[src/common/tms_params.svh]
`ifndef TMS_PARAMS_SVH
`define TMS_PARAMS_SVH

// ----------------------------------------------------------------------
// Register offsets
// ----------------------------------------------------------------------
`define TMS_OFF_CORE_CONFIG 8'h00
`define TMS_OFF_HIT_COUNT 8'h01
`define TMS_OFF_TIMEOUT 8'h02
`define TMS_OFF_MASK_DELAY_LOW 8'h03
`define TMS_OFF_MASK_DELAY_HIGH 8'h04
`define TMS_OFF_MASK_CONTROL 8'h08
`define TMS_OFF_REARM_CONTROL 8'h0a
`define TMS_OFF_STATUS 8'h26
`define TMS_OFF_RX_ENABLES 8'h2e

// ----------------------------------------------------------------------
// Field positions
// ----------------------------------------------------------------------
`define TMS_CC_HIT_EN1 0
`define TMS_CC_HIT_EN2 1
`define TMS_CC_MERGE 3
`define TMS_MC_STEP_LO 2
`define TMS_MC_SRC 4
`define TMS_MC_ENA 5
`define TMS_RC_CS_OPT 0
`define TMS_RC_AUTO 1
`define TMS_RX_BIAS 0
`define TMS_RX_START_DIFF 2
`define TMS_RX_CH1_DIFF 3
`define TMS_RX_CH2_DIFF 4
`define TMS_RX_START_CMOS 5
`define TMS_RX_CH1_CMOS 6
`define TMS_RX_CH2_CMOS 7

// ----------------------------------------------------------------------
// Reset values
// ----------------------------------------------------------------------
`define TMS_RST_CORE_CONFIG 8'h04
`define TMS_RST_ZERO 8'h00

// ----------------------------------------------------------------------
// Timing
// ----------------------------------------------------------------------
`define TMS_CLK_PERIOD_NS 8
`define TMS_REF_PERIOD_NS 8
`define TMS_WARMUP_PERIODS 20
`define TMS_WARMUP_CYC \
    ((`TMS_WARMUP_PERIODS * `TMS_REF_PERIOD_NS + `TMS_CLK_PERIOD_NS - 1) / `TMS_CLK_PERIOD_NS)
`define TMS_STEP_DIV 1024
`define TMS_STEP_CODE0 1
`define TMS_STEP_CODE1 2
`define TMS_STEP_CODE2 5
`define TMS_STEP_CODE3 10
`define TMS_BUF_DEPTH 8

`endif

[src/common/tms_pkg.sv]
package tms_pkg;

    // ------------------------------------------------------------------
    // Sequencer states
    // ------------------------------------------------------------------
    typedef enum logic [2:0] {
        TMS_IDLE,
        TMS_SYNC,
        TMS_WARMUP,
        TMS_WAIT_START,
        TMS_MEASURE,
        TMS_DONE
    } tms_state_t;

endpackage

[src/core/tms_pin_sync.sv]
module tms_pin_sync (
    input wire logic ref_clk_i,
    input wire logic nrst_i,
    input wire logic pin_i,
    output logic level_o
);

    logic ff1;
    logic ff2;
    logic ff3;

    // Only the second stage reads the first; a change counts once the
    // second and third stages agree.
    always_ff @(posedge ref_clk_i) begin
        if (!nrst_i) begin
            ff1 <= 1'b0;
            ff2 <= 1'b0;
            ff3 <= 1'b0;
        end else begin
            ff1 <= pin_i;
            ff2 <= ff1;
            ff3 <= ff2;
        end
    end

    always_ff @(posedge ref_clk_i) begin
        if (!nrst_i) begin
            level_o <= 1'b0;
        end else if (ff2 == ff3) begin
            level_o <= ff3;
        end
    end

endmodule // tms_pin_sync

[src/core/tms_hit_channel.sv]
`include "tms_params.svh"

module tms_hit_channel (
    input wire logic ref_clk_i,
    input wire logic nrst_i,
    input wire logic clear_i,
    input wire logic rise_i,
    input wire logic fall_i,
    input wire logic [23:0] now_i,
    input wire logic [3:0] limit_i,
    input wire logic pop_i,
    output logic [3:0] count_o,
    output logic full_o,
    output logic empty_o,
    output logic [23:0] tof_o,
    output logic [23:0] width_o
);

    logic [23:0] tof_mem [`TMS_BUF_DEPTH];
    logic [23:0] wid_mem [`TMS_BUF_DEPTH];
    logic [2:0] wr_ptr;
    logic [2:0] rd_ptr;
    logic pend_valid;
    logic [23:0] pend_tof;
    logic do_wr;
    logic do_pop;

    assign full_o = (count_o >= limit_i);
    assign empty_o = (count_o == 4'h0);
    assign do_wr = fall_i && pend_valid && !full_o;
    assign do_pop = pop_i && !empty_o;
    assign tof_o = tof_mem[rd_ptr];
    assign width_o = wid_mem[rd_ptr];

    // A rising edge opens a hit; its falling edge closes it and stores
    // both the flight time and the width as one entry.
    always_ff @(posedge ref_clk_i) begin
        if (!nrst_i || clear_i) begin
            pend_valid <= 1'b0;
            pend_tof <= 24'h0;
        end else if (rise_i && !pend_valid && !full_o) begin
            pend_valid <= 1'b1;
            pend_tof <= now_i;
        end else if (fall_i) begin
            pend_valid <= 1'b0;
        end
    end

    always_ff @(posedge ref_clk_i) begin
        if (do_wr) begin
            tof_mem[wr_ptr] <= pend_tof;
            wid_mem[wr_ptr] <= now_i - pend_tof;
        end
    end

    always_ff @(posedge ref_clk_i) begin
        if (!nrst_i || clear_i) begin
            wr_ptr <= 3'h0;
            rd_ptr <= 3'h0;
            count_o <= 4'h0;
        end else begin
            if (do_wr) begin
                wr_ptr <= wr_ptr + 3'h1;
            end
            if (do_pop) begin
                rd_ptr <= rd_ptr + 3'h1;
            end
            count_o <= count_o + {3'h0, do_wr} - {3'h0, do_pop};
        end
    end

endmodule // tms_hit_channel

[src/core/tms_sequencer.sv]
// Notes on behaviour
// - Core arms and accepts hits only after the initialise command arrives.
// - Each stop hit captures rising and falling edge: flight time and width.
// - Completion flagged when expected hits arrive or timeout expires, whichever first; a timeout with no stored hit leaves irq_n_o high.
// - Every cycle ends needing a re-arm; controller triggers or enables automatic one.
// - Chip-select option re-arms on select rising edge once empty and interrupt high.
// - Re-initialise command clears core and buffers anytime after initialise, then waits for hits.
// - Automatic option re-arms on select rising edge even with unread data.
// - Positive pulse on re-arm pin re-initialises core and buffers at any time after initialise.
// - Only first start rising edge after arming opens measurement and mask window.
// - Stops active high, both edges timed against accepted start edge.
// - Stop hits accepted only with software enables bits 1, 0; bit 2 is 1.
// - Merge mode feeds both channels alternately from the stop 1 pin.
// - External mask pin high suppresses both stop channels; low allows them.
// - Mask enable bit 5 masks when set; bit 4 selects internal or pin.
// - Internal mask starts at valid start and releases after the set interval.
// - Mask delay is 12 bits, low byte and high nibble, 0 to 4095 steps.
// - Mask step code selects 1, 2, 5 or 10 of 1024 reference periods.
// - After initialise: sync, enable core, wait 20 periods, then enable start.
// - Each channel delivers 24-bit flight time and 24-bit width results.
// - Interrupt output is active low and stays low until results are read or a re-arm clears the buffers.
// - 8-bit timeout from start counts reference periods; zero disables it.

`include "tms_params.svh"

module tms_sequencer
    import tms_pkg::*;
(
    input wire logic ref_clk_i,
    input wire logic nrst_i,
    input wire logic reg_wr_i,
    input wire logic reg_rd_i,
    input wire logic [7:0] reg_addr_i,
    input wire logic [7:0] reg_wdata_i,
    input wire logic cmd_init_i,
    input wire logic cmd_reinit_i,
    input wire logic start_pin_i,
    input wire logic stop1_pin_i,
    input wire logic stop2_pin_i,
    input wire logic mask_pin_i,
    input wire logic rearm_pin_i,
    input wire logic chip_select_n_i,
    input wire logic rd_pop_i,
    input wire logic rd_ch_i,
    output logic [7:0] reg_rdata_o,
    output logic irq_n_o,
    output logic buffers_empty_flag_o,
    output logic armed_o,
    output logic [23:0] flight_time_result_o,
    output logic [23:0] width_result_o
);

    // ------------------------------------------------------------------
    // Registers
    // ------------------------------------------------------------------
    logic [7:0] core_config;
    logic [7:0] hit_count_config;
    logic [7:0] timeout_config;
    logic [7:0] mask_delay_low;
    logic [7:0] mask_delay_high;
    logic [7:0] mask_control;
    logic [7:0] rearm_control;
    logic [7:0] input_receiver_enables;

    tms_state_t state;
    logic [4:0] warm_cnt;
    logic [23:0] now;
    logic [7:0] tmo_cnt;
    logic [15:0] mask_cnt;
    logic merge_sel;
    logic [5:0] pin_lvl;
    logic [5:0] pin_prev;
    logic [5:0] pin_rise;
    logic [5:0] pin_fall;
    logic [3:0] ch_count [2];
    logic [1:0] ch_full;
    logic [1:0] ch_empty;
    logic [23:0] ch_tof [2];
    logic [23:0] ch_wid [2];
    logic [1:0] ch_rise;
    logic [1:0] ch_fall;
    logic [1:0] ch_pop;
    logic [1:0] ch_en;
    logic clear;
    logic rearm;
    logic start_ok;
    logic stops_masked;
    logic hits_done;
    logic timed_out;
    logic all_empty;
    logic cs_rise;
    logic [11:0] mask_delay;
    logic [3:0] step_num;
    logic [15:0] mask_cycles;

    // ------------------------------------------------------------------
    // Pin synchronisers and edges
    // ------------------------------------------------------------------
    logic [5:0] pins_raw;
    assign pins_raw = {~chip_select_n_i, rearm_pin_i, mask_pin_i,
                       stop2_pin_i, stop1_pin_i, start_pin_i};

    genvar gi;
    generate
        for (gi = 0; gi < 6; gi++) begin : g_sync
            tms_pin_sync u_sync (
                .ref_clk_i(ref_clk_i),
                .nrst_i(nrst_i),
                .pin_i(pins_raw[gi]),
                .level_o(pin_lvl[gi])
            );
        end
    endgenerate

    always_ff @(posedge ref_clk_i) begin
        if (!nrst_i) begin
            pin_prev <= 6'h00;
        end else begin
            pin_prev <= pin_lvl;
        end
    end

    assign pin_rise = pin_lvl & ~pin_prev;
    assign pin_fall = ~pin_lvl & pin_prev;
    assign cs_rise = pin_fall[5];

    // ------------------------------------------------------------------
    // Register writes and reads
    // ------------------------------------------------------------------
    always_ff @(posedge ref_clk_i) begin
        if (!nrst_i) begin
            core_config <= `TMS_RST_CORE_CONFIG;
            hit_count_config <= `TMS_RST_ZERO;
            timeout_config <= `TMS_RST_ZERO;
            mask_delay_low <= `TMS_RST_ZERO;
            mask_delay_high <= `TMS_RST_ZERO;
            mask_control <= `TMS_RST_ZERO;
            rearm_control <= `TMS_RST_ZERO;
            input_receiver_enables <= `TMS_RST_ZERO;
        end else if (reg_wr_i) begin
            case (reg_addr_i)
                `TMS_OFF_CORE_CONFIG: core_config <= reg_wdata_i;
                `TMS_OFF_HIT_COUNT: hit_count_config <= reg_wdata_i;
                `TMS_OFF_TIMEOUT: timeout_config <= reg_wdata_i;
                `TMS_OFF_MASK_DELAY_LOW: mask_delay_low <= reg_wdata_i;
                `TMS_OFF_MASK_DELAY_HIGH: mask_delay_high <= reg_wdata_i;
                `TMS_OFF_MASK_CONTROL: mask_control <= reg_wdata_i;
                `TMS_OFF_REARM_CONTROL: rearm_control <= reg_wdata_i;
                `TMS_OFF_RX_ENABLES: input_receiver_enables <= reg_wdata_i;
                default: ;
            endcase
        end
    end

    always_ff @(posedge ref_clk_i) begin
        if (!nrst_i) begin
            reg_rdata_o <= 8'h00;
        end else if (reg_rd_i) begin
            case (reg_addr_i)
                `TMS_OFF_CORE_CONFIG: reg_rdata_o <= core_config;
                `TMS_OFF_HIT_COUNT: reg_rdata_o <= hit_count_config;
                `TMS_OFF_TIMEOUT: reg_rdata_o <= timeout_config;
                `TMS_OFF_MASK_DELAY_LOW: reg_rdata_o <= mask_delay_low;
                `TMS_OFF_MASK_DELAY_HIGH: reg_rdata_o <= mask_delay_high;
                `TMS_OFF_MASK_CONTROL: reg_rdata_o <= mask_control;
                `TMS_OFF_REARM_CONTROL: reg_rdata_o <= rearm_control;
                `TMS_OFF_RX_ENABLES: reg_rdata_o <= input_receiver_enables;
                `TMS_OFF_STATUS: reg_rdata_o <= {ch_count[1], ch_count[0]};
                default: reg_rdata_o <= 8'h00;
            endcase
        end
    end

    // ------------------------------------------------------------------
    // Re-arm sources
    // ------------------------------------------------------------------
    // The select option only re-arms a finished cycle once every result
    // has been drained; the automatic option does not wait for that.
    always_comb begin
        rearm = 1'b0;
        if (state != TMS_IDLE) begin
            if (cmd_reinit_i) begin
                rearm = 1'b1;
            end
            if (pin_rise[4]) begin
                rearm = 1'b1;
            end
        end
        if (state == TMS_DONE && cs_rise) begin
            if (rearm_control[`TMS_RC_AUTO]) begin
                rearm = 1'b1;
            end
            if (rearm_control[`TMS_RC_CS_OPT] && all_empty && irq_n_o) begin
                rearm = 1'b1;
            end
        end
    end

    assign clear = cmd_init_i || rearm;
    assign all_empty = &ch_empty;

    // ------------------------------------------------------------------
    // Sequencer
    // ------------------------------------------------------------------
    // Start is usable only with a receiver enabled; a differential start
    // also needs the bias current.
    assign start_ok = (input_receiver_enables[`TMS_RX_START_CMOS] ||
                       (input_receiver_enables[`TMS_RX_START_DIFF] &&
                        input_receiver_enables[`TMS_RX_BIAS]));

    always_ff @(posedge ref_clk_i) begin
        if (!nrst_i) begin
            state <= TMS_IDLE;
            warm_cnt <= 5'h0;
        end else if (cmd_init_i) begin
            state <= TMS_SYNC;
            warm_cnt <= 5'h0;
        end else if (rearm) begin
            state <= TMS_WAIT_START;
        end else begin
            unique case (state)
                TMS_IDLE: ;
                TMS_SYNC: begin
                    state <= TMS_WARMUP;
                end
                TMS_WARMUP: begin
                    warm_cnt <= warm_cnt + 5'h1;
                    if (warm_cnt == 5'(`TMS_WARMUP_CYC - 1)) begin
                        state <= TMS_WAIT_START;
                    end
                end
                TMS_WAIT_START: begin
                    if (pin_rise[0] && start_ok) begin
                        state <= TMS_MEASURE;
                    end
                end
                TMS_MEASURE: begin
                    if (hits_done || timed_out) begin
                        state <= TMS_DONE;
                    end
                end
                TMS_DONE: ;
            endcase
        end
    end

    // ------------------------------------------------------------------
    // Time base and timeout
    // ------------------------------------------------------------------
    always_ff @(posedge ref_clk_i) begin
        if (!nrst_i || state != TMS_MEASURE) begin
            now <= 24'h1;
            tmo_cnt <= 8'h0;
        end else begin
            if (now != 24'hffffff) begin
                now <= now + 24'h1;
            end
            if (tmo_cnt != 8'hff) begin
                tmo_cnt <= tmo_cnt + 8'h1;
            end
        end
    end

    // The counter starts with the start edge, so the window is exact to
    // within one reference period.
    assign timed_out = (timeout_config != 8'h00) &&
                       (tmo_cnt + 8'h1 >= timeout_config);

    // ------------------------------------------------------------------
    // Stop mask
    // ------------------------------------------------------------------
    assign mask_delay = {mask_delay_high[3:0], mask_delay_low};

    always_comb begin
        unique case (mask_control[`TMS_MC_STEP_LO +: 2])
            2'h0: step_num = 4'(`TMS_STEP_CODE0);
            2'h1: step_num = 4'(`TMS_STEP_CODE1);
            2'h2: step_num = 4'(`TMS_STEP_CODE2);
            2'h3: step_num = 4'(`TMS_STEP_CODE3);
        endcase
    end

    // A least time, so the fraction of a period rounds up.
    assign mask_cycles = 16'((32'(mask_delay) * 32'(step_num) + `TMS_STEP_DIV - 1)
                             / `TMS_STEP_DIV);

    always_ff @(posedge ref_clk_i) begin
        if (!nrst_i || clear) begin
            mask_cnt <= 16'h0;
        end else if (state == TMS_WAIT_START && pin_rise[0] && start_ok) begin
            mask_cnt <= mask_cycles;
        end else if (mask_cnt != 16'h0) begin
            mask_cnt <= mask_cnt - 16'h1;
        end
    end

    always_comb begin
        stops_masked = 1'b0;
        if (mask_control[`TMS_MC_ENA]) begin
            if (mask_control[`TMS_MC_SRC]) begin
                stops_masked = pin_lvl[3];
            end else begin
                stops_masked = (mask_cnt != 16'h0);
            end
        end
    end

    // ------------------------------------------------------------------
    // Stop gating and channel routing
    // ------------------------------------------------------------------
    // In merge mode both channels follow the stop 1 pin and its enables.
    always_comb begin
        ch_en[0] = core_config[`TMS_CC_HIT_EN1] &&
                   (input_receiver_enables[`TMS_RX_CH1_CMOS] ||
                    input_receiver_enables[`TMS_RX_CH1_DIFF]);
        ch_en[1] = core_config[`TMS_CC_HIT_EN2] &&
                   (input_receiver_enables[`TMS_RX_CH2_CMOS] ||
                    input_receiver_enables[`TMS_RX_CH2_DIFF]);
        if (core_config[`TMS_CC_MERGE]) begin
            ch_en[1] = ch_en[0];
        end
    end

    always_comb begin
        ch_rise = 2'b00;
        ch_fall = 2'b00;
        if (state == TMS_MEASURE && !stops_masked) begin
            if (core_config[`TMS_CC_MERGE]) begin
                ch_rise[merge_sel] = pin_rise[1] && ch_en[merge_sel];
                ch_fall[merge_sel] = pin_fall[1] && ch_en[merge_sel];
            end else begin
                ch_rise = pin_rise[2:1] & ch_en;
                ch_fall = pin_fall[2:1] & ch_en;
            end
        end
    end

    // The selector moves on the falling edge so each pulse keeps both
    // of its edges in one channel.
    always_ff @(posedge ref_clk_i) begin
        if (!nrst_i || clear) begin
            merge_sel <= 1'b0;
        end else if (|ch_fall && core_config[`TMS_CC_MERGE]) begin
            merge_sel <= ~merge_sel;
        end
    end

    assign hits_done = (|ch_en) && (&(ch_full | ~ch_en));
    assign ch_pop[0] = rd_pop_i && !rd_ch_i;
    assign ch_pop[1] = rd_pop_i && rd_ch_i;

    generate
        for (gi = 0; gi < 2; gi++) begin : g_ch
            tms_hit_channel u_ch (
                .ref_clk_i(ref_clk_i),
                .nrst_i(nrst_i),
                .clear_i(clear),
                .rise_i(ch_rise[gi]),
                .fall_i(ch_fall[gi]),
                .now_i(now),
                .limit_i({1'b0, hit_count_config[3*gi +: 3]} + 4'h1),
                .pop_i(ch_pop[gi]),
                .count_o(ch_count[gi]),
                .full_o(ch_full[gi]),
                .empty_o(ch_empty[gi]),
                .tof_o(ch_tof[gi]),
                .width_o(ch_wid[gi])
            );
        end
    endgenerate

    // ------------------------------------------------------------------
    // Outputs
    // ------------------------------------------------------------------
    always_ff @(posedge ref_clk_i) begin
        if (!nrst_i) begin
            irq_n_o <= 1'b1;
            buffers_empty_flag_o <= 1'b1;
            armed_o <= 1'b0;
            flight_time_result_o <= 24'h0;
            width_result_o <= 24'h0;
        end else begin
            irq_n_o <= !(state == TMS_DONE && !all_empty && !clear);
            buffers_empty_flag_o <= all_empty;
            armed_o <= (state == TMS_WAIT_START) || (state == TMS_MEASURE);
            flight_time_result_o <= ch_tof[rd_ch_i];
            width_result_o <= ch_wid[rd_ch_i];
        end
    end

endmodule // tms_sequencer

[config.mk]
export PLATFORM = sky130hd
export DESIGN_NAME = tms_sequencer
export DESIGN_NICKNAME = d
export VERILOG_FILES = /design/src/common/tms_pkg.sv /design/src/core/tms_pin_sync.sv /design/src/core/tms_hit_channel.sv /design/src/core/tms_sequencer.sv
export VERILOG_INCLUDE_DIRS = /design/src /design/src/common
export SDC_FILE = /design/constraint.sdc
export NUM_CORES = 1
export LEC_CHECK = 0
export BUFFER_PORTS_ARGS = -buffer_cell sky130_fd_sc_hd__buf_2
export CAP_MARGIN = 20
export CORE_ASPECT_RATIO = 1.25
export CORE_MARGIN = 5
export CORE_UTILIZATION = 63
export DETAILED_ROUTE_END_ITERATION = 6
export PLACE_DENSITY = 0.8
export REMOVE_ABC_BUFFERS = 1
export SETUP_SLACK_MARGIN = 0.2
export SYNTH_ARGS = -nofsm -noshare
export SYNTH_HDL_FRONTEND = slang
export SYNTH_HIERARCHICAL = 1
export SYNTH_SLANG_ARGS = --single-unit
[constraint.sdc]
create_clock -name ref_clk_i -period 11.76 [get_ports ref_clk_i]
set_clock_uncertainty 0.2 [all_clocks]
set_input_delay 1.176 -clock ref_clk_i [delete_from_list [all_inputs] [get_ports ref_clk_i]]
set_output_delay 1.176 -clock ref_clk_i [all_outputs]
set_load 0.02 [all_outputs]
Word level (Yosys, flattened, before mapping)
Memories as Yosys holds them, arrays and structs flattened. A register that Yosys moved wholly into a read port is not among the register bits.
Index checks and enable logic that the tools add are counted.
{"block": "op_classes", "mul": 1, "n_lt_le_gt_ge": 6, "n_reduce_logical": 81, "n_bitwise": 15, "muxes": 49, "eq_ne": 35, "addsub": 18, "div": 0, "shifts": 0}
{"cell": "$mux 24", "count": 6}
{"cell": "$pmux 8 s9", "count": 1}
{"cell": "$sub 24x24->24", "count": 2}
{"cell": "$mux 3", "count": 11}
{"cell": "$mux 16", "count": 2}
{"cell": "$logic_and 1x1->1", "count": 30}
{"cell": "$add 24x1->24 const B", "count": 1}
{"cell": "$ne 24x24->1 const B", "count": 1}
{"cell": "$reduce_and 2->1", "count": 11}
{"cell": "$mux 1", "count": 21}
{"cell": "$sub 17x1->18 const B", "count": 1}
{"cell": "$add 16x11->17 const B", "count": 1}
{"cell": "$eq 8x2->1 const B", "count": 2}
{"cell": "$eq 8x4->1 const B", "count": 2}
{"cell": "$eq 8x6->1 const B", "count": 2}
{"cell": "$mul 12x4->16", "count": 1}
{"cell": "$pmux 4 s4", "count": 1}
{"cell": "$reduce_bool 16->1", "count": 1}
{"cell": "$sub 16x1->16 const B", "count": 1}
{"cell": "$add 3x1->3 const B", "count": 4}
{"cell": "$logic_not 1->1", "count": 12}
{"cell": "$ne 3x3->1 const B", "count": 4}
{"cell": "$ne 4x4->1 const B", "count": 3}
{"cell": "$pmux 3 s4", "count": 1}
{"cell": "other kinds (45)", "count": 83}
{"block": "word_totals", "ramBits": 768, "memories": 4, "latch_bits": 0, "regBits": 280, "rom_bits": 0}
{"name": "g_ch[0].u_ch.tof_mem", "words": 8, "word_bits": 24, "rd": 1, "rd_clocked_by_memory_dff": 1, "write_ports": 1, "line": "tms_hit_channel.sv:19", "text": "logic [23:0] tof_mem [`TMS_BUF_DEPTH];"}
{"name": "g_ch[0].u_ch.wid_mem", "words": 8, "word_bits": 24, "rd": 1, "rd_clocked_by_memory_dff": 1, "write_ports": 1, "line": "tms_hit_channel.sv:20", "text": "logic [23:0] wid_mem [`TMS_BUF_DEPTH];"}
{"name": "g_ch[1].u_ch.tof_mem", "words": 8, "word_bits": 24, "rd": 1, "rd_clocked_by_memory_dff": 1, "write_ports": 1, "line": "tms_hit_channel.sv:19"}
{"name": "g_ch[1].u_ch.wid_mem", "words": 8, "word_bits": 24, "rd": 1, "rd_clocked_by_memory_dff": 1, "write_ports": 1, "line": "tms_hit_channel.sv:20"}

Logic depth before layout (Yosys ltp)
{"block": "depth", "word_depth": 13, "mapped_depth": 17, "depth_no_buf": 16}

Hierarchy
The synthesis kept the hierarchy.
{"module": "tms_hit_channel at g_ch[1].u_ch", "n_inst": 1, "area_per_inst_um2": 17292.8, "seq_area_each_um2": 12291.8, "cells_per_inst": 920}
{"module": "tms_hit_channel at g_ch[0].u_ch", "n_inst": 1, "area_per_inst_um2": 17113.9, "seq_area_each_um2": 12291.8, "cells_per_inst": 920}
{"module": "tms_sequencer", "n_inst": 1, "area_per_inst_um2": 9955.8, "seq_area_each_um2": 3703.6, "cells_per_inst": 1083}
{"module": "tms_pin_sync", "n_inst": 6, "area_per_inst_um2": 116.4, "seq_area_each_um2": 80.1, "cells_per_inst": 10}

Least setup slack after synthesis
OpenSTA, ideal clock, no wires.
{"block": "synth_timing", "kind": "register -> register", "startpoint": "reg mask_cnt[2]", "endpoint": "mem g_ch[1].u_ch.tof_mem[4][0], enable pin", "setup_time_ns": 0.590, "required_ns": 10.970, "setup_slack_ns": 3.576, "stages_incl_launch_ff": 10, "arrival_time_ns": 7.394, "cell_sequence": "dfxtp_1 nor4_1 nand3_1 o311ai_0 nand2_1 a21oi_1 nand2_1 a211oi_1 inv_1 nor4b_1"}
{"block": "synth_between", "elab_chain_cells": 10}
{"item": "start, declared", "line": "tms_sequencer.sv:69", "text": "logic [15:0] mask_cnt;"}
{"item": "start signal, assigned", "line": "tms_sequencer.sv:291", "text": "mask_cnt <= mask_cycles;"}
{"item": "start signal, assigned", "line": "tms_sequencer.sv:293", "text": "mask_cnt <= mask_cnt - 16'h1;"}
{"item": "$reduce_bool 16->1", "line": "tms_sequencer.sv:303", "text": "stops_masked = (mask_cnt != 16'h0);"}
{"item": "$mux 1", "line": "tms_sequencer.sv:300", "text": "if (mask_control[`TMS_MC_SRC]) begin"}
{"item": "$mux 1", "line": "tms_sequencer.sv:299", "text": "if (mask_control[`TMS_MC_ENA]) begin"}
{"item": "$logic_not 1->1", "line": "tms_sequencer.sv:327", "text": "if (state == TMS_MEASURE && !stops_masked) begin"}
{"item": "$logic_and 1x1->1", "line": "tms_sequencer.sv:327"}
{"item": "$mux 2", "line": "tms_sequencer.sv:327"}
{"item": "via ch_fall[1]", "line": "tms_sequencer.sv:81", "text": "logic [1:0] ch_fall;"}
{"item": "$logic_and 1x1->1 (2 in series)", "line": "tms_hit_channel.sv:30", "text": "assign do_wr = fall_i && pend_valid && !full_o;"}
{"item": "$mux 1", "line": "tms_hit_channel.sv:50", "text": "if (do_wr) begin"}
{"item": "$mux 1 (implied by the code)", "line": "tms_hit_channel.sv:51", "text": "tof_mem[wr_ptr] <= pend_tof;"}
{"item": "end, declared", "line": "tms_hit_channel.sv:19"}
The timed path passes the listed nets, and every way through them passes these cells.

Worst setup path in the final report
{"block": "layout_timing", "startpoint": "reg mask_control[2]", "endpoint": "reg mask_cnt[4]"}
{"block": "layout_between", "elab_chain_cells": 6, "elab_cells_between_ends": 9}
{"item": "start, declared", "line": "tms_sequencer.sv:61", "text": "logic [7:0] mask_control;"}
{"item": "start signal, assigned", "line": "tms_sequencer.sv:137", "text": "mask_control <= `TMS_RST_ZERO;"}
{"item": "start signal, assigned", "line": "tms_sequencer.sv:147", "text": "`TMS_OFF_MASK_CONTROL: mask_control <= reg_wdata_i;"}
{"item": "$eq 2x2->1 (tied with other cells)", "line": "tms_sequencer.sv:275", "text": "unique case (mask_control[`TMS_MC_STEP_LO +: 2])"}
{"item": "$pmux 4 s4 (*)", "line": "tms_sequencer.sv:275"}
{"item": "$mul 12x4->16 (*)", "line": "tms_sequencer.sv:284", "text": "assign mask_cycles = 16'((32'(mask_delay) * 32'(step_num) + `TMS_STEP_DIV - 1)"}
{"item": "$add 16x11->17 (no line) (*)"}
{"item": "$sub 17x1->18 (*)", "line": "tms_sequencer.sv:284"}
{"item": "$mux 16 (*)", "line": "tms_sequencer.sv:290", "text": "end else if (state == TMS_WAIT_START && pin_rise[0] && start_ok) begin"}
Every way passes the cells marked *; elsewhere a longest branch is shown, timed or not.
A chain may end at the register's enable or synchronous reset.

==> flow_summary.toml <==
[floorplan]
cell_rows = 109
design.die.area_um2 = 77010
floorplan.initialDensity_pct = 63.66
die_h_um = 309.0
io_pins = 89
core_area_um2 = 70780
die-width_um = 249.2

[worst_setup_path]
critPathBufInv = 1
path_max_fanout = 32
arrival_ns = 5.38
worst_path_cell_trace = "nor2b_1, nand2_1, ha_1, fa_1, inv_1, fa_1, ha_1, or3_1, o211ai_1, o21a_1, a21oi_1, or4_1, a31o_2"
setup.worst_path.start = "mask_control[2]$_SDFFE_PN0P_"
worst_reg2reg_startpoint = "mask_control[2]$_SDFFE_PN0P_"
setup.worst_path.end_class = "flip-flop"
timing.rr.end = "mask_cnt[4]$_SDFFE_PP0P_"
slowest_stage_delay_on_critical_path_ns = 0.83
slowest_stage = "sky130_fd_sc_hd__nor2b_1"
r2r_setup_slack_ns = 6.73
worst-setup-path-type = "flip-flop to flip-flop"
number_of_cells_on_the_worst_reg_to_reg_path = 13
worst_setup_path_endpoint = "mask_cnt[4]$_SDFFE_PP0P_"
worstPathRequired_ns = 12.11
crit_family = "simple AND/OR/NAND/NOR gates"
critical_path_cell_count = 13
critical_path_source_type = "flip-flop"

[hold_path]
min_path_type = "flip-flop to flip-flop"

[power]
seqPwrFrac_pct = 54.0
internal_power_uw = 5802
static-leakage-power_uw = 0.01783
report.power.total_uw = 7385
combinationalPowerShare_pct = 4.8
vdd_drop_max_uv = 101.8
power_per_cell_area_nw_per_um2 = 148.7
relative_contribution_of_the_clock_network_to_total_power_pct = 41.3
power.share.switching_pct = 21.43
net-switching-power_uw = 1583

[synth]
synth_async_sr_flop_share_pct = 0
synth_enable_flop_cells = 768
post_synth_main_area_contributors = "sky130_fd_sc_hd__edfxtp_1 51%, sky130_fd_sc_hd__dfxtp_1 13%, sky130_fd_sc_hd__mux4_2 10%"
seq_total_area_yosys_pct = 63.84
yosysMostFrequentCell = "sky130_fd_sc_hd__edfxtp_1"
yosysWarningCount = 6
ys_types = 88
syn_area_um2 = 45060
yosysTopAreaCellShare_pct = 51.18
netlist_top_cells_count = "768 x sky130_fd_sc_hd__edfxtp_1, 285 x sky130_fd_sc_hd__dfxtp_1, 200 x sky130_fd_sc_hd__mux4_2"
avgSynthCellArea_um2 = 15.11
ys_ff_latch = 1053
synth-main-ff-cell = "sky130_fd_sc_hd__edfxtp_1"
yosysTopAreaCell = "sky130_fd_sc_hd__edfxtp_1"
syn_inst = 2983

[sta]
tightest_slew_ns = 1.113
final-max-slew-violation-count = 0
setup_total_negative_slack_ns = 0
final.min_clock_period_ns = 5.035
worst_slew_margin_rel_pct = 25.29
final_hold_viol_count = 0
max_freq_mhz = 198.6
rsz0062_at_grt = "no"
final.setup.worst_slack_ns = 6.725
period_share_pct = 42.81
report.final.setup_viol = 0

[detailed_routing]
detailedRoute.firstIterationViolations = 2288
detail_route.first_pass.iterations = 5
via_per_inst = 6.357
remaining_antenna_violation_count = 0
totalWireLength_mm = 106.3
route.vias.total = 26080
post-route-drc-count = 0
wl_per_cell_um = 25.91

[clock_tree]
cts_buffer_depth = 3
clkSinkCount = 1053
cts_tree = "done"
cts_hold_repair.buffers = 0
clock_tree.htree_level_count = 3
cts.clk_slew.worst_paths_ns = 0.06
cts_root_buf = "sky130_fd_sc_hd__clkbuf_16"
postCtsResizedCells = 0
cts_buffers = 95
worstSkewPairLatency_ns = 0.67
post_cts.repair.setup_buffers = 0

[placement]
port-buffer-count = 88
preCtsSetupSlack_ns = 6.769
place.gp.congestion = 0.9113
numPlacedInstances = 3924
detailedPlacementHpwl_mm = 67.33

[flow_run]
drv.max_cap_violation_count = 0

[grt]
grt_busiest_layer = "met2"
global_route.usage.met1_pct = 33.40
grt_start_max_net_pins = 67
global_route.usage.total_pct = 27.46
grtUsageMet2_pct = 49.02
grt_antenna_before_repair = 2
grt_overflow_total = 0
first_global_vias = 27240
grt_pass1_wl_mm = 162.2
met3_demand_to_capacity_share_in_global_routing_pct = 4.406

[outcome]
run_status = "completed"

[final_layout]
finish.cell_count_without_fillers = 4103
flow.area_growth_from_synthesis_pct = 10.21
nFillCells = 4501
post_route_cells_drive_above_1_share_pct = 19.85
final_net_count = 3247
final_core_util_pct = 70.16
ff_latch_area_um2 = 28790
multi_input_comb_area_um2 = 15270
[stage by stage]
| step | hold slack (ns) | instance area [µm²] |
|---|---|---|
| floorplan | 0.2057 | 44520 |
| global placement | 0.2117 | 46570 |
| detailed placement | 0.2157 | 46570 |
| CTS | 0.2310 | 49660 |
| global route | 0.2393 | 49660 |
| finish | 0.2253 | 49660 |
[how the worst min path moves through the flow]
stage	slack, ns	depth (start not counted)	endpoint	from
final	0.23	1	g_sync[2].u_sync/ff2$_SDFF_PN0_	g_sync[2].u_sync/ff1$_SDFF_PN0_
after global routing	0.24	1	g_sync[2].u_sync/ff2$_SDFF_PN0_	g_sync[2].u_sync/ff1$_SDFF_PN0_
after CTS	0.23	1	g_sync[2].u_sync/ff2$_SDFF_PN0_	g_sync[2].u_sync/ff1$_SDFF_PN0_
after detailed placement	0.22	1	g_sync[2].u_sync/ff2$_SDFF_PN0_	g_sync[2].u_sync/ff1$_SDFF_PN0_
after global placement	0.21	1	g_sync[2].u_sync/ff2$_SDFF_PN0_	g_sync[2].u_sync/ff1$_SDFF_PN0_
after floorplan	0.21	1	g_sync[0].u_sync/ff2$_SDFF_PN0_	g_sync[0].u_sync/ff1$_SDFF_PN0_
[per-layer routing]
| metal | wire, µm | vias to the layer above |
|---|---|---|
| li1 | - | 11410 |
| met1 | 38780 | 13250 |
| met2 | 54950 | 1145 |
| met3 | 7371 | 271 |
| met4 | 5209 | 2 |
| met5 | 13 | - |
[cells in the final DEF (no fill, tap or decap), drive strengths merged, types with 25 or more instances in the layout]
cell type / netlist / routed
edfxtp: 768 / 768
nor2b: 79 / 79
xor2: 41 / 41
mux4: 200 / 200
inv: 152 / 155
o21ai: 54 / 54
nor2: 183 / 183
fa: 25 / 25
mux2i: 140 / 140
mux2: 100 / 100
buf: 27 / 130
clkinv: 1 / 30
ha: 114 / 114
nor3: 29 / 29
nand3: 36 / 36
a21oi: 105 / 105
clkbuf: 105 / 137
a21o: 27 / 27
dfxtp: 285 / 285
xnor2: 47 / 47
and2: 42 / 42
nand2: 165 / 165
[cell families after synthesis]
family          after synthesis  share of synthesized area (%)
compound gates              313                          4.570
xor+xnor                     88                          1.710
fa+ha+maj                   139                          4.276
buf+inv                     285                          2.482
flops                      1053                          63.84
mux                         440                          15.61
simple gates                665                          7.514
[registers in the layout, summed over array words and instances (netlist names), 16 cells and up, named ones only]
name / cells
width_result_o: 24
g_ch.u_ch/pend_tof: 48
g_ch.u_ch/wid_mem: 384
mask_cnt: 16
flight_time_result_o: 24
g_ch.u_ch/tof_mem: 384
now: 24
[power groups by stage]
stage / clock network, µW / registers, µW / logic (µW)
floorplan: 0 / 4070 / 242
global placement: 0 / 4060 / 328
detailed placement: 0 / 4060 / 346
CTS: 3090 / 3980 / 348
global route: 3260 / 3980 / 391
finish: 3050 / 3980 / 354
[area by class of cell]
cell class | count | area share [%]
Clock inverter | 40 | 0.7432
Timing Repair Buffer | 130 | 1.532
Tap cell | 943 | 2.376
Inverter | 153 | 1.156
Antenna cell | 2 | 0.01008
Sequential cell | 1053 | 57.96
Multi-Input combinational cell | 1645 | 30.74
Clock buffer | 137 | 5.480
No activity file was read; power rests on OpenSTA's default activity.
